File: src/shared/arsc_cfg.svh
// offsets, field positions, reset values and timing counts of the reset/start-up/map checksum block
// assumes: included by bare name from the package and the design file
`ifndef ARSC_CFG_SVH
`define ARSC_CFG_SVH
// ----------------------------------------------------------------
// wishbone register offsets (byte addresses)
// ----------------------------------------------------------------
`define ARSC_OFS_CTRL      8'h00
`define ARSC_OFS_STATUS    8'h04
`define ARSC_OFS_CHECKSUM  8'h08
`define ARSC_OFS_SAMPLES   8'h0c
`define ARSC_OFS_MAP_BASE  8'h80
// ----------------------------------------------------------------
// control and status fields
// ----------------------------------------------------------------
`define ARSC_CTRL_CHK_EN   0
`define ARSC_CTRL_CHK_TYPE 1
`define ARSC_CTRL_OSC_SEL  2
`define ARSC_STAT_MAP_CHG  0
`define ARSC_STAT_READY    1
`define ARSC_STAT_SINC3    2
// ----------------------------------------------------------------
// covered map and checksum constants
// ----------------------------------------------------------------
`define ARSC_MAP_FIRST     8'h02
`define ARSC_MAP_LAST      8'h12
`define ARSC_MAP_WORDS     17
`define ARSC_MAP_BITS      9'd272
`define ARSC_SEED          16'hffff
`define ARSC_POLY_CCITT    16'h1021
`define ARSC_POLY_ANSI     16'h8005
// ----------------------------------------------------------------
// timing counts, in modulator periods, clock cycles, samples or frame words
// ----------------------------------------------------------------
`define ARSC_MOD_WAIT_BASE 256
`define ARSC_MOD_WAIT_EXT  44
`define ARSC_MOD_WAIT      (`ARSC_MOD_WAIT_BASE + `ARSC_MOD_WAIT_EXT)
`define ARSC_FAST_SAMPLES  2
`define ARSC_OSR_DEFAULT   1024
`define ARSC_FRAME_WORDS   4
`define ARSC_DATA_READY_PIN_LOW_CYC  4
`endif

File: src/shared/arsc_pkg.sv
// types of the reset/start-up/map checksum block
// assumes: constants come from arsc_cfg.svh
`include "arsc_cfg.svh"
package arsc_pkg;
  // ----------------------------------------------------------------
  // start-up sequence states
  // ----------------------------------------------------------------
  typedef enum logic [1:0] {
    ARSC_ST_RESET = 2'b00,  // held in reset
    ARSC_ST_ACQ   = 2'b01,  // internal settle, port not ready
    ARSC_ST_WAIT  = 2'b10,  // modulator initial wait
    ARSC_ST_CONV  = 2'b11   // producing samples
  } arsc_state_t;
  // wishbone request carried as one word
  typedef struct packed {
    logic [7:0]  adr;
    logic        we;
    logic [3:0]  sel;
    logic [31:0] dat;
  } arsc_wb_req_t;
endpackage : arsc_pkg

File: src/verilog/arsc_top.sv
// reset sources, start-up sequencing, sample marking and register map checksum
// assumes: classic wishbone master on ref_clk_i; serial front end delivers word strobes on ref_clk_i;
// sync/reset pin and external modulator clock are asynchronous pins
// limitation: only the control side of the converter lives here; sample marking
// stands in for the filter outputs, which carry no data in this block
//
// Decided for this implementation: the register offsets and register access over Wishbone.
`timescale 1ns/10ps
`include "arsc_cfg.svh"
module arsc_top #(
  parameter int POR_CYCLES    = 64,   // power-on interval in clock cycles
  parameter int ACQ_CYCLES    = 32,   // register_acquire_time in clock cycles
  parameter int RST_PULSE_CYC = 16,   // reset_pulse_threshold in clock cycles
  parameter int OSC_DIV       = 8,    // internal oscillator as clock divider
  parameter int OVERSAMPLING_RATIO           = `ARSC_OSR_DEFAULT  // oversampling_ratio
) (
  input  wire logic        ref_clk_i,
  input  wire logic        rst_n_i,           // power-on reset
  input  wire logic        wb_cyc_i,
  input  wire logic        wb_stb_i,
  input  wire logic        wb_we_i,
  input  wire logic [7:0]  wb_adr_i,
  input  wire logic [3:0]  wb_sel_i,
  input  wire logic [31:0] wb_dat_i,
  output logic      [31:0] wb_dat_o,
  output logic             wb_ack_o,
  input  wire logic        sync_reset_n_i,    // dual-function pin
  input  wire logic        external_clock_input_i,
  input  wire logic        frame_cs_n_i,      // serial frame select, same clock
  input  wire logic        frame_word_i,      // one word completed
  input  wire logic        frame_word_reset_i,// completed word is reset command
  input  wire logic        null_status_sent_i,// status returned for null command
  output logic             data_ready_pin_o,
  output logic             sample_fast_o      // current sample from fast path
);
  // ----------------------------------------------------------------
  // pin synchronisers
  // ----------------------------------------------------------------
  logic [1:0]  pin_sync;       // reset pin two-stage
  logic [2:0]  eclk_sync;      // external clock two-stage plus edge stage
  // both pins cross from outside; the reset pin feeds logic from its second stage only, the external clock from its second and third
  always_ff @(posedge ref_clk_i) begin
    pin_sync  <= {pin_sync[0], sync_reset_n_i};
    eclk_sync <= {eclk_sync[1:0], external_clock_input_i};
  end
  // ----------------------------------------------------------------
  // reset sources
  // ----------------------------------------------------------------
  logic [$clog2(RST_PULSE_CYC+1)-1:0] low_cnt;  // pin low duration
  logic        pin_rst;        // pin reset held
  logic        cmd_rst;        // command reset pulse
  logic        soft_rst;       // pin or command reset
  logic        ready;          // serial port ready
  logic [1:0]  word_cnt;       // words in current frame
  logic        frame_has_rst;  // first word was reset
  // a pin reset stays asserted for as long as the pin is held low
  assign soft_rst = pin_rst | cmd_rst;
  // long low detection; held until pin returns high
  always_ff @(posedge ref_clk_i) begin
    if (!rst_n_i || pin_sync[1]) begin
      low_cnt <= '0;
      pin_rst <= 1'b0;
    end else if (low_cnt == RST_PULSE_CYC[$bits(low_cnt)-1:0]) begin
      pin_rst <= 1'b1;
    end else begin
      low_cnt <= low_cnt + 1'b1;
    end
  end
  // frame word counting, traffic before ready ignored
  // cs_n high or a reset drops a half-sent frame, so a cut reset word is lost
  always_ff @(posedge ref_clk_i) begin
    cmd_rst <= 1'b0;
    if (!rst_n_i || soft_rst || frame_cs_n_i || !ready) begin
      word_cnt      <= '0;
      frame_has_rst <= 1'b0;
    end else if (frame_word_i) begin
      word_cnt <= word_cnt + 2'd1;
      if (word_cnt == 2'd0) begin
        frame_has_rst <= frame_word_reset_i;
      end
      if (word_cnt == 2'(`ARSC_FRAME_WORDS - 1)) begin
        cmd_rst <= frame_has_rst;
      end
    end
  end
  // ----------------------------------------------------------------
  // wishbone slave and registers
  // ----------------------------------------------------------------
  arsc_pkg::arsc_wb_req_t req;
  logic        chk_en;         // checksum enable
  logic        chk_type;       // 0 ccitt, 1 crc-16
  logic        osc_sel;        // internal oscillator
  logic [15:0] map_mem [`ARSC_MAP_WORDS];  // covered map 02h..12h
  logic [15:0] checksum;       // last completed checksum
  logic        map_chg;        // map-changed flag
  logic        sinc3_on;       // sinc3 path selected
  logic [15:0] sample_cnt;     // samples since start-up
  logic        wb_go;          // request taken this cycle
  logic        map_hit;        // address falls in covered map
  logic [4:0]  map_idx;        // map word index
  logic        stat_rd;        // status read taken
  assign req     = '{adr: wb_adr_i, we: wb_we_i, sel: wb_sel_i, dat: wb_dat_i};
  assign wb_go   = wb_cyc_i & wb_stb_i & ~wb_ack_o;
  // map words sit four bytes apart; truncation folds the base offset away
  assign map_idx = 5'(req.adr[7:2] - 6'(`ARSC_MAP_FIRST));
  // window 0x88..0xc8; anything else is a plain register or unmapped
  assign map_hit = req.adr >= 8'(`ARSC_OFS_MAP_BASE + {`ARSC_MAP_FIRST, 2'b00}) &&
                   req.adr <= 8'(`ARSC_OFS_MAP_BASE + {`ARSC_MAP_LAST, 2'b00});
  assign stat_rd = wb_go & ~req.we & (req.adr == `ARSC_OFS_STATUS);
  // ack one cycle after request, dropped next cycle
  // a new request is only taken once ack has dropped again
  always_ff @(posedge ref_clk_i) begin
    if (!rst_n_i) begin
      wb_ack_o <= 1'b0;
    end else begin
      wb_ack_o <= wb_go;
    end
  end
  // control bits; any reset returns defaults
  // oscillator select falls back to the external clock on every reset
  always_ff @(posedge ref_clk_i) begin
    if (!rst_n_i || soft_rst) begin
      chk_en   <= 1'b0;
      chk_type <= 1'b0;
      osc_sel  <= 1'b0;
    end else if (wb_go && req.we && req.adr == `ARSC_OFS_CTRL && req.sel[0]) begin
      chk_en   <= req.dat[`ARSC_CTRL_CHK_EN];
      chk_type <= req.dat[`ARSC_CTRL_CHK_TYPE];
      osc_sel  <= req.dat[`ARSC_CTRL_OSC_SEL];
    end
  end
  // covered map words, byte lanes honoured
  always_ff @(posedge ref_clk_i) begin
    if (!rst_n_i || soft_rst) begin
      for (int i = 0; i < `ARSC_MAP_WORDS; i++) begin
        map_mem[i] <= 16'h0000;
      end
    end else if (wb_go && req.we && map_hit) begin
      if (req.sel[0]) begin
        map_mem[map_idx][7:0] <= req.dat[7:0];
      end
      if (req.sel[1]) begin
        map_mem[map_idx][15:8] <= req.dat[15:8];
      end
    end
  end
  // read data, captured with the ack
  // a status read returns the flag before its clear lands
  always_ff @(posedge ref_clk_i) begin
    if (!rst_n_i) begin
      wb_dat_o <= 32'h0000_0000;
    end else if (wb_go && !req.we) begin
      if (map_hit) begin
        wb_dat_o <= {16'h0000, map_mem[map_idx]};
      end else begin
        unique case (req.adr)
          `ARSC_OFS_CTRL:     wb_dat_o <= {29'h0, osc_sel, chk_type, chk_en};
          `ARSC_OFS_STATUS:   wb_dat_o <= {29'h0, sinc3_on, ready, map_chg};
          `ARSC_OFS_CHECKSUM: wb_dat_o <= {16'h0000, checksum};
          `ARSC_OFS_SAMPLES:  wb_dat_o <= {16'h0000, sample_cnt};
          default:            wb_dat_o <= 32'h0000_0000;  // unmapped
        endcase
      end
    end
  end
  // ----------------------------------------------------------------
  // modulator clock tick
  // ----------------------------------------------------------------
  logic [$clog2(OSC_DIV)-1:0] osc_cnt;  // internal oscillator divider
  logic        mod_tick;       // one modulator period
  // internal oscillator is a plain divider; it stands still while deselected
  always_ff @(posedge ref_clk_i) begin
    if (!rst_n_i || soft_rst || !osc_sel) begin
      osc_cnt <= '0;
    end else begin
      osc_cnt <= (osc_cnt == $bits(osc_cnt)'(OSC_DIV - 1)) ? '0 : osc_cnt + 1'b1;
    end
  end
  assign mod_tick = osc_sel ? (osc_cnt == $bits(osc_cnt)'(OSC_DIV - 1))
                            : (eclk_sync[1] & ~eclk_sync[2]);
  // ----------------------------------------------------------------
  // map checksum engine
  // ----------------------------------------------------------------
  logic [8:0]  bit_cnt;        // bit position in walk
  logic [15:0] crc;            // running value
  logic        have_prev;      // a previous pass exists
  logic        walk_bit;       // current map bit
  logic [15:0] poly;           // selected polynomial
  logic        pass_done;      // last bit folded this cycle
  logic [15:0] next_crc;       // value after folding
  // word index from the upper bits, msb of each word taken first
  assign walk_bit  = map_mem[bit_cnt[8:4]][4'hf - bit_cnt[3:0]];
  assign poly      = chk_type ? `ARSC_POLY_ANSI : `ARSC_POLY_CCITT;
  assign next_crc  = {crc[14:0], 1'b0} ^ ((crc[15] ^ walk_bit) ? poly : 16'h0000);
  assign pass_done = chk_en & mod_tick & (bit_cnt == `ARSC_MAP_BITS - 9'd1);
  // bit walk, one bit per modulator tick
  // dropping the enable restarts the walk from the seed
  always_ff @(posedge ref_clk_i) begin
    if (!rst_n_i || soft_rst || !chk_en) begin
      bit_cnt <= 9'd0;
      crc     <= `ARSC_SEED;
    end else if (mod_tick) begin
      if (pass_done) begin
        bit_cnt <= 9'd0;
        crc     <= `ARSC_SEED;
      end else begin
        bit_cnt <= bit_cnt + 9'd1;
        crc     <= next_crc;
      end
    end
  end
  // stored result and comparison with previous pass
  always_ff @(posedge ref_clk_i) begin
    if (!rst_n_i || soft_rst) begin
      checksum  <= 16'h0000;
      have_prev <= 1'b0;
    end else if (pass_done) begin
      checksum  <= next_crc;
      have_prev <= 1'b1;
    end
  end
  // flag: set wins over clear
  // a clear in the cycle of a differing pass must not hide the change
  always_ff @(posedge ref_clk_i) begin
    if (!rst_n_i || soft_rst) begin
      map_chg <= 1'b0;
    end else if (pass_done && have_prev && next_crc != checksum) begin
      map_chg <= 1'b1;
    end else if (stat_rd || (null_status_sent_i && ready)) begin
      map_chg <= 1'b0;
    end
  end
  // ----------------------------------------------------------------
  // start-up sequence and sample marking
  // ----------------------------------------------------------------
  arsc_pkg::arsc_state_t state;
  logic [15:0] seq_cnt;        // cycles or modulator periods
  logic        por_done;       // power-on interval already spent
  logic [2:0]  data_ready_pin_low;       // low pulse remaining
  logic        sample_evt;     // new sample this cycle
  assign sample_evt = (state == arsc_pkg::ARSC_ST_CONV) && mod_tick &&
                      seq_cnt == 16'(OVERSAMPLING_RATIO - 1);
  // power-on interval only once; later resets use the acquire time
  always_ff @(posedge ref_clk_i) begin
    if (!rst_n_i) begin
      state    <= arsc_pkg::ARSC_ST_RESET;
      seq_cnt  <= 16'h0000;
      por_done <= 1'b0;
    end else if (soft_rst) begin
      state    <= arsc_pkg::ARSC_ST_RESET;
      seq_cnt  <= 16'h0000;
    end else begin
      unique case (state)
        arsc_pkg::ARSC_ST_RESET: begin
          state   <= arsc_pkg::ARSC_ST_ACQ;
          seq_cnt <= 16'h0000;
        end
        arsc_pkg::ARSC_ST_ACQ: begin
          // power-on interval once, acquire time after pin or command
          if (seq_cnt == 16'(por_done ? ACQ_CYCLES - 1 : POR_CYCLES - 1)) begin
            state    <= arsc_pkg::ARSC_ST_WAIT;
            seq_cnt  <= 16'h0000;
            por_done <= 1'b1;
          end else begin
            seq_cnt <= seq_cnt + 16'h0001;
          end
        end
        arsc_pkg::ARSC_ST_WAIT: begin
          if (mod_tick) begin
            if (seq_cnt == 16'(`ARSC_MOD_WAIT - 1)) begin
              state   <= arsc_pkg::ARSC_ST_CONV;
              seq_cnt <= 16'h0000;
            end else begin
              seq_cnt <= seq_cnt + 16'h0001;
            end
          end
        end
        arsc_pkg::ARSC_ST_CONV: begin
          if (mod_tick) begin
            seq_cnt <= sample_evt ? 16'h0000 : seq_cnt + 16'h0001;
          end
        end
      endcase
    end
  end
  assign ready = (state == arsc_pkg::ARSC_ST_WAIT) || (state == arsc_pkg::ARSC_ST_CONV);
  // sample counting and filter selection
  // count saturates so a long run never wraps back into fast mode
  always_ff @(posedge ref_clk_i) begin
    if (!rst_n_i || soft_rst) begin
      sample_cnt    <= 16'h0000;
      sinc3_on      <= 1'b0;
      sample_fast_o <= 1'b1;
    end else if (sample_evt) begin
      if (sample_cnt != 16'hffff) begin
        sample_cnt <= sample_cnt + 16'h0001;
      end
      sample_fast_o <= (sample_cnt < 16'(`ARSC_FAST_SAMPLES));
      sinc3_on      <= (sample_cnt >= 16'(`ARSC_FAST_SAMPLES));
    end
  end
  // data-ready pin: low in reset, high when ready, low pulse per sample
  // registered so the host never sees a glitch on the pin
  always_ff @(posedge ref_clk_i) begin
    if (!rst_n_i || soft_rst) begin
      data_ready_pin_low         <= 3'd0;
      data_ready_pin_o <= 1'b0;
    end else if (sample_evt) begin
      data_ready_pin_low         <= 3'(`ARSC_DATA_READY_PIN_LOW_CYC - 1);
      data_ready_pin_o <= 1'b0;
    end else if (data_ready_pin_low != 3'd0) begin
      data_ready_pin_low <= data_ready_pin_low - 3'd1;
    end else begin
      data_ready_pin_o <= ready;
    end
  end
endmodule : arsc_top

File: config.mk
export PLATFORM = sky130hd
export DESIGN_NAME = arsc_top
export DESIGN_NICKNAME = d
export VERILOG_FILES = /design/src/shared/arsc_pkg.sv /design/src/verilog/arsc_top.sv
export VERILOG_INCLUDE_DIRS = /design/src /design/src/shared
export SDC_FILE = /design/constraint.sdc
export NUM_CORES = 1
export LEC_CHECK = 0
export ABC_CLOCK_PERIOD_IN_PS = 5200
export BUFFER_PORTS_ARGS = -buffer_cell sky130_fd_sc_hd__buf_2
export CAP_MARGIN = 10
export CORE_ASPECT_RATIO = 0.75
export CORE_MARGIN = 2
export CORE_UTILIZATION = 42
export CTS_BUF_LIST = sky130_fd_sc_hd__clkbuf_4
export CTS_CLUSTER_DIAMETER = 200
export CTS_CLUSTER_SIZE = 40
export DETAILED_ROUTE_END_ITERATION = 8
export MAX_ROUTING_LAYER = met4
export SYNTH_ARGS = -nofsm -noshare
export SYNTH_HDL_FRONTEND = slang
export SYNTH_SLANG_ARGS = --single-unit
File: constraint.sdc
create_clock -name ref_clk_i -period 5.2 [get_ports ref_clk_i]
set_input_delay 0.78 -clock ref_clk_i [delete_from_list [all_inputs] [get_ports ref_clk_i]]
set_output_delay 0.78 -clock ref_clk_i [all_outputs]
set_load 0.03 [all_outputs]
### Word-level counts from Yosys, hierarchy flattened

Memories as Yosys holds them, arrays and structs flattened. A register that Yosys moved wholly into a read port is not among the register bits.
Cells that the tools add are included.

| storage, ports and cells | value |
|---|---|
| register bits after elaboration | 138 |
| bits in latches | 0 |
| RAM bits | 272 |
| ROM bits | 0 |
| input bits | 55 |
| output and inout bits | 35 |
| word-level logic and storage cells | 158 |
| memories kept | 1 |

| operators by class | value |
|---|---|
| $add $sub $neg | 9 |
| multiply operators | 0 |
| div/mod/pow operators | 0 |
| order comparisons | 5 |
| equality and inequality tests | 19 |
| shift-type cells | 0 |
| mux-type cells | 39 |
| bitwise logic cells | 17 |
| reduce and logical (&&, ||, !) cells | 41 |

Memory list:

| name | depth | width | rd ports | clocked after memory_dff | wr ports | line | RTL |
|---|---|---|---|---|---|---|---|
| map_mem | 17 | 16 | 2 | 1 | 17 | arsc_top.sv:93 | `` logic [15:0] map_mem [`ARSC_MAP_WORDS]; `` |

Operator list:

| cell | count |
|---|---|
| $mux W16 | 10 |
| $pmux W16 S4 | 2 |
| $add A16 B1 Y16 const B | 2 |
| $eq A16 B10 Y1 const B | 1 |
| $eq A16 B6 Y1 | 1 |
| $eq A16 B9 Y1 const B | 1 |
| $eq A8 B4 Y1 const B | 2 |
| $ge A16 B2 Y1 const B | 1 |
| $lt A16 B2 Y1 const B | 1 |
| $ne A16 B16 Y1 | 1 |
| $ne A16 B16 Y1 const B | 1 |
| $reduce_or A16 Y1 | 1 |
| $xor A16 B16 Y16 | 1 |
| $mux W5 | 3 |
| $mux W1 | 14 |
| $mux W2 | 6 |
| $logic_and A1 B1 Y1 | 11 |
| $add A9 B1 Y9 const B | 1 |
| $eq A9 B9 Y1 const B | 1 |
| $mux W9 | 1 |
| $eq A8 B3 Y1 const B | 1 |
| $ge A8 B8 Y1 const B | 1 |
| $le A8 B8 Y1 const B | 1 |
| $logic_not A8 Y1 | 1 |
| 29 further kinds | 64 |

### Depth between registers and ports, before layout

| logic depth | value |
|---|---|
| depth after elaboration | 9 |
| gate-level depth with buffers | 14 |
| depth with buffers taken out | 12 |

### Worst setup path after synthesis

Ideal clock, no wire load.

| timing path | value |
|---|---|
| kind | in2reg |
| from | input wb_adr_i[1] |
| to | memory map_mem[16][10] (enable) |
| library setup time | 0.384 ns |
| arrival time | 3.250 ns |
| required time | 4.816 ns |
| setup slack | 1.566 ns |
| stages on the path | 8 |
| buffers on the path | 1 |
| path through | or3_1 -> or3b_2 -> nand3b_1 -> nand3_1 -> nor3_1 -> nand2_1 -> clkbuf_1 -> o21ai_0 |

RTL lines:

| what | line | RTL |
|---|---|---|
| start: declaration | arsc_top.sv:22 | `input wire logic [7:0] wb_adr_i,` |
| end: declaration | arsc_top.sv:93 |  |

==> summary.md <==
| Metric | Value |
|---|---|
| Share of the synthesized area in the top cell type | 48.31% |
| CP cell instances | nor2b_1 -> a221oi_1 -> o21ai_0 -> nand3_1 -> nor3_1 -> and4bb_4 -> or2_4 -> a21oi_4 -> mux2i_1 -> a31oi_1 |
| Crit path arrival time | 5.03 ns |
| Final period util | 79.51% |
| Setup Viol. Count Final | 0 |
| Seq cells post-synth | ~640 |
| FF+latch area | 17,930 sq um |
| Top_reg_cell synth | edfxtp_1 |
| Die H | between 200 and 250 microns |
| Root Buffer Master | clkbuf_4 |
| Hold Crit Class | in2reg |
| Setup crit end kind | register |
| Port bufs | 55 |
| Syn_area_per_cell | around 14 sq um |
| Antenna Nets Post-Route | 0 |
| Status | complete, no violations |
| Layout cell share with drive strength beyond 1 | 19.22% |
| Congestion Overflow GR | 0 |
| Initial drt markers | 2,927 |
| RSZ-0062 raised after global routing | no |
| # resized after CTS | 0 |
| Setup Skew | 0.07421 ns |
| Initial antenna violation count | 4 |
| Final net count | between 2,000 and 2,500 |
| Placed wire-length estimate | 67,010 microns |
| Worst-path fanout max | 31 |
| Crit path kind | reg2reg |
| Max clock buf depth | 3 |
| Rows | between 80 and 90 |
| Cell Pwr Density | about 250 nW/um^2 |
| Clock latency on the worst-skew pair | 1.01 ns |
| # Max-Cap Violations | 0 |
| Clk pin slew, worst setup/hold paths | 0.39 ns |
| Synth top cells by count | edfxtp_1 (512), and2_1 (280), mux4_2 (236) |
| Fmax | 241.9 MHz |
| Final Hold Vio Count | 0 |
| Total core area | 75,110 sq um |
| Die area | between 70,000 and 80,000 sq um |
| All-Layer GR Usage | between 20% and 30% |
| Area Overhead vs Synth | 7.612% |
| Die W | 321.9 microns |
| Vias in the first global route | 20,090 |
| Drt pass-1 iters | 5 |
| First-pass GRT wire length | roughly 140,000 microns |
| Clock sink count | 639 |
| Design Power | between 8 and 9 mW |
| Largest net degree at the start of global routing | 137 |
| Yosys warns | 0 |
| Setup TNS | 0 ns |
| EDFF count, synth | around 510 |
| Worst IR drop on VDD | 0.1790 mV |
| Core Util, Final | a little under half |
| Syn Std Cell Area | 31,820 sq um |
| Post-Syn Instances | ~2,200 |
| Via/cell ratio | 6.134 |
| Worst-Margin Slew | ~1.2 ns |
| Post-synth top area cell | edfxtp_1 |
| Ranking of synthesized cells by area | edfxtp_1 (48%), mux4_2 (17%), dfxtp_1 (8.0%) |
| Setup Fix Bufs, Post-CTS | 0 |
| Routed len/inst | 27.89 microns |
| IO Pins | 90 |
| Slowest Stage Delay on Critical Path | 1.04 ns |
| Critical Path Start Type | register |
| DRC violations left | 0 |
| WP data required | 6.09 ns |
| Sequential share of the synthesized area | 56.30% |
| Post-Route WL | about 95,000 microns |
| Synth cell types | 73 |
| Async S/R FF share, synth | 0% |
| Slew HR | 18.02% |
| Slowest CP cell | nor2b_1 |
| GP Congestion | between 0.9 and 1 |
| Htree depth | 1 |
| DR vias | 20,930 |
| Multi-input gate area | 13,560 sq um |
| Leak Pwr | 11.64 nW |
| Most numerous cell in the Yosys netlist | edfxtp_1 |
| Max-slew violation count | 0 |
| CTS tree | yes |
| Fill cell count | 6,722 |
| Cts bufs inserted | 19 |
| Initial Utilization | ~42% |
| Min Tclk post-route | 4.134 ns |
==> state kept, by name, indices dropped and copies added (netlist names), 2 cells and up, named ones only <==
register / flops
low_cnt: 5
sample_cnt: 16
map_mem: 512
bit_cnt: 9
word_cnt: 2
checksum: 16
wb_dat_o: 16
seq_cnt: 16
data_ready_pin_low: 3
osc_cnt: 3
eclk_sync: 3
state: 2
crc: 16
pin_sync: 2
==> metal layers <==
metal  GRT usage, %  share of wire, %  up-vias
li1               -                 -     8894
met1          36.43                43    10830
met2          36.35                44     1083
met3          4.247                10      125
met4          5.731               2.7        0
met5              -                 0        -
==> final cells by class <==
class                   instances  area share, %
flip-flops and latches        639          52.34
multi-input cells            1573          39.59
well taps                     979          3.577
repair buffers                168          3.569
clock buffers                  32         0.7015
inverters                      17         0.1863
diodes                          3        0.02192
clock inverters                 1        0.01096
==> layout by cell type (no fill, tap or decap), types with 5 or more instances in the layout <==
cell type | synthesis | final
and4_1 | 5 | 5
and2_1 | 280 | 280
nand2_1 | 100 | 99
a221oi_1 | 8 | 8
a41o_1 | 13 | 13
a211oi_1 | 6 | 6
xor2_1 | 41 | 41
o22ai_1 | 8 | 8
xnor2_1 | 18 | 18
o211ai_1 | 16 | 16
buf_12 | 2 | 6
a22oi_1 | 93 | 93
o21ai_0 | 62 | 62
ha_1 | 19 | 19
nor4_1 | 10 | 9
o211a_1 | 16 | 16
nand4_1 | 10 | 10
nand2b_1 | 11 | 11
nor2b_1 | 17 | 17
nor3_2 | 0 | 5
mux4_2 | 236 | 236
buf_2 | 10 | 53
nand3_1 | 50 | 50
inv_1 | 15 | 15
nor2_1 | 156 | 156
mux2i_1 | 76 | 76
conb_1 | 1 | 144
edfxtp_1 | 512 | 512
dfxtp_1 | 127 | 124
clkbuf_4 | 0 | 32
or3_1 | 8 | 8
and3_1 | 15 | 15
or2_2 | 5 | 5
nand3b_1 | 5 | 5
a21oi_1 | 51 | 51
buf_4 | 26 | 104
nor3_1 | 35 | 30
==> path summary, 6_finish.rpt <==
| path | from | end | slack, ns | cells past startpoint |
|---|---|---|---|---|
| max | register | map_chg | 1.07 | 10 |
| min | frame_word_i | frame_has_rst | 0.06 | 3 |
| min reg2reg | pin_sync[0] | pin_sync[1] | 0.35 | 0 |
| max reg2reg | register | map_chg | 1.07 | 10 |
==> power breakdown <==
group	total (mW)	internal, mW	switching (mW)	leakage [nW]
Sequential	5.80	5.70	0.101	6.10
Clock	1.73	0.273	1.46	0.149
Combinational	0.903	0.314	0.588	5.39
Total	8.44	6.29	2.15	11.6
==> cell families (layout without fill, tap and decap cells) <==
family                   Yosys count  after routing  synth area share, %
other                              1            147              0.01178
multiplexers                     318            318                19.40
AO/OA/AOI/OAI                    305            305                6.711
adder cells (fa/ha/maj)           19             19               0.7470
AND/OR/NAND/NOR                  728            728                12.32
buffers and inverters            175            218                2.890
XOR/XNOR                          59             59                1.624
flip-flops                       639            639                56.30
==> worst max-delay path, delay by kind of cell (launching register included) <==
kind,cells,cell delay (ns)
simple gates,5,1.93
flops,1,0.92
compound gates,4,0.86
mux,1,0.32
==> repair_timing <==
item | CTS | global route
endpoints found under the setup margin | 0 | 0
hold endpoints to repair | 3 | 0
hold buffers | 3 | 0
==> metrics by stage <==
stage                     area (sq um)  hold slack [ns]  instances  setup slack, ns
after floorplan                  32360           0.3096       2387            1.566
after global placement           33970           0.3176       3373            1.091
after detailed placement         33970           0.3178       3373           0.9924
after CTS                        34240          0.02574       3409            1.109
after global routing             34250          0.04115       3412           0.8870
final                            34250          0.05524       3412            1.066
Power figures use the tool's default switching activity.
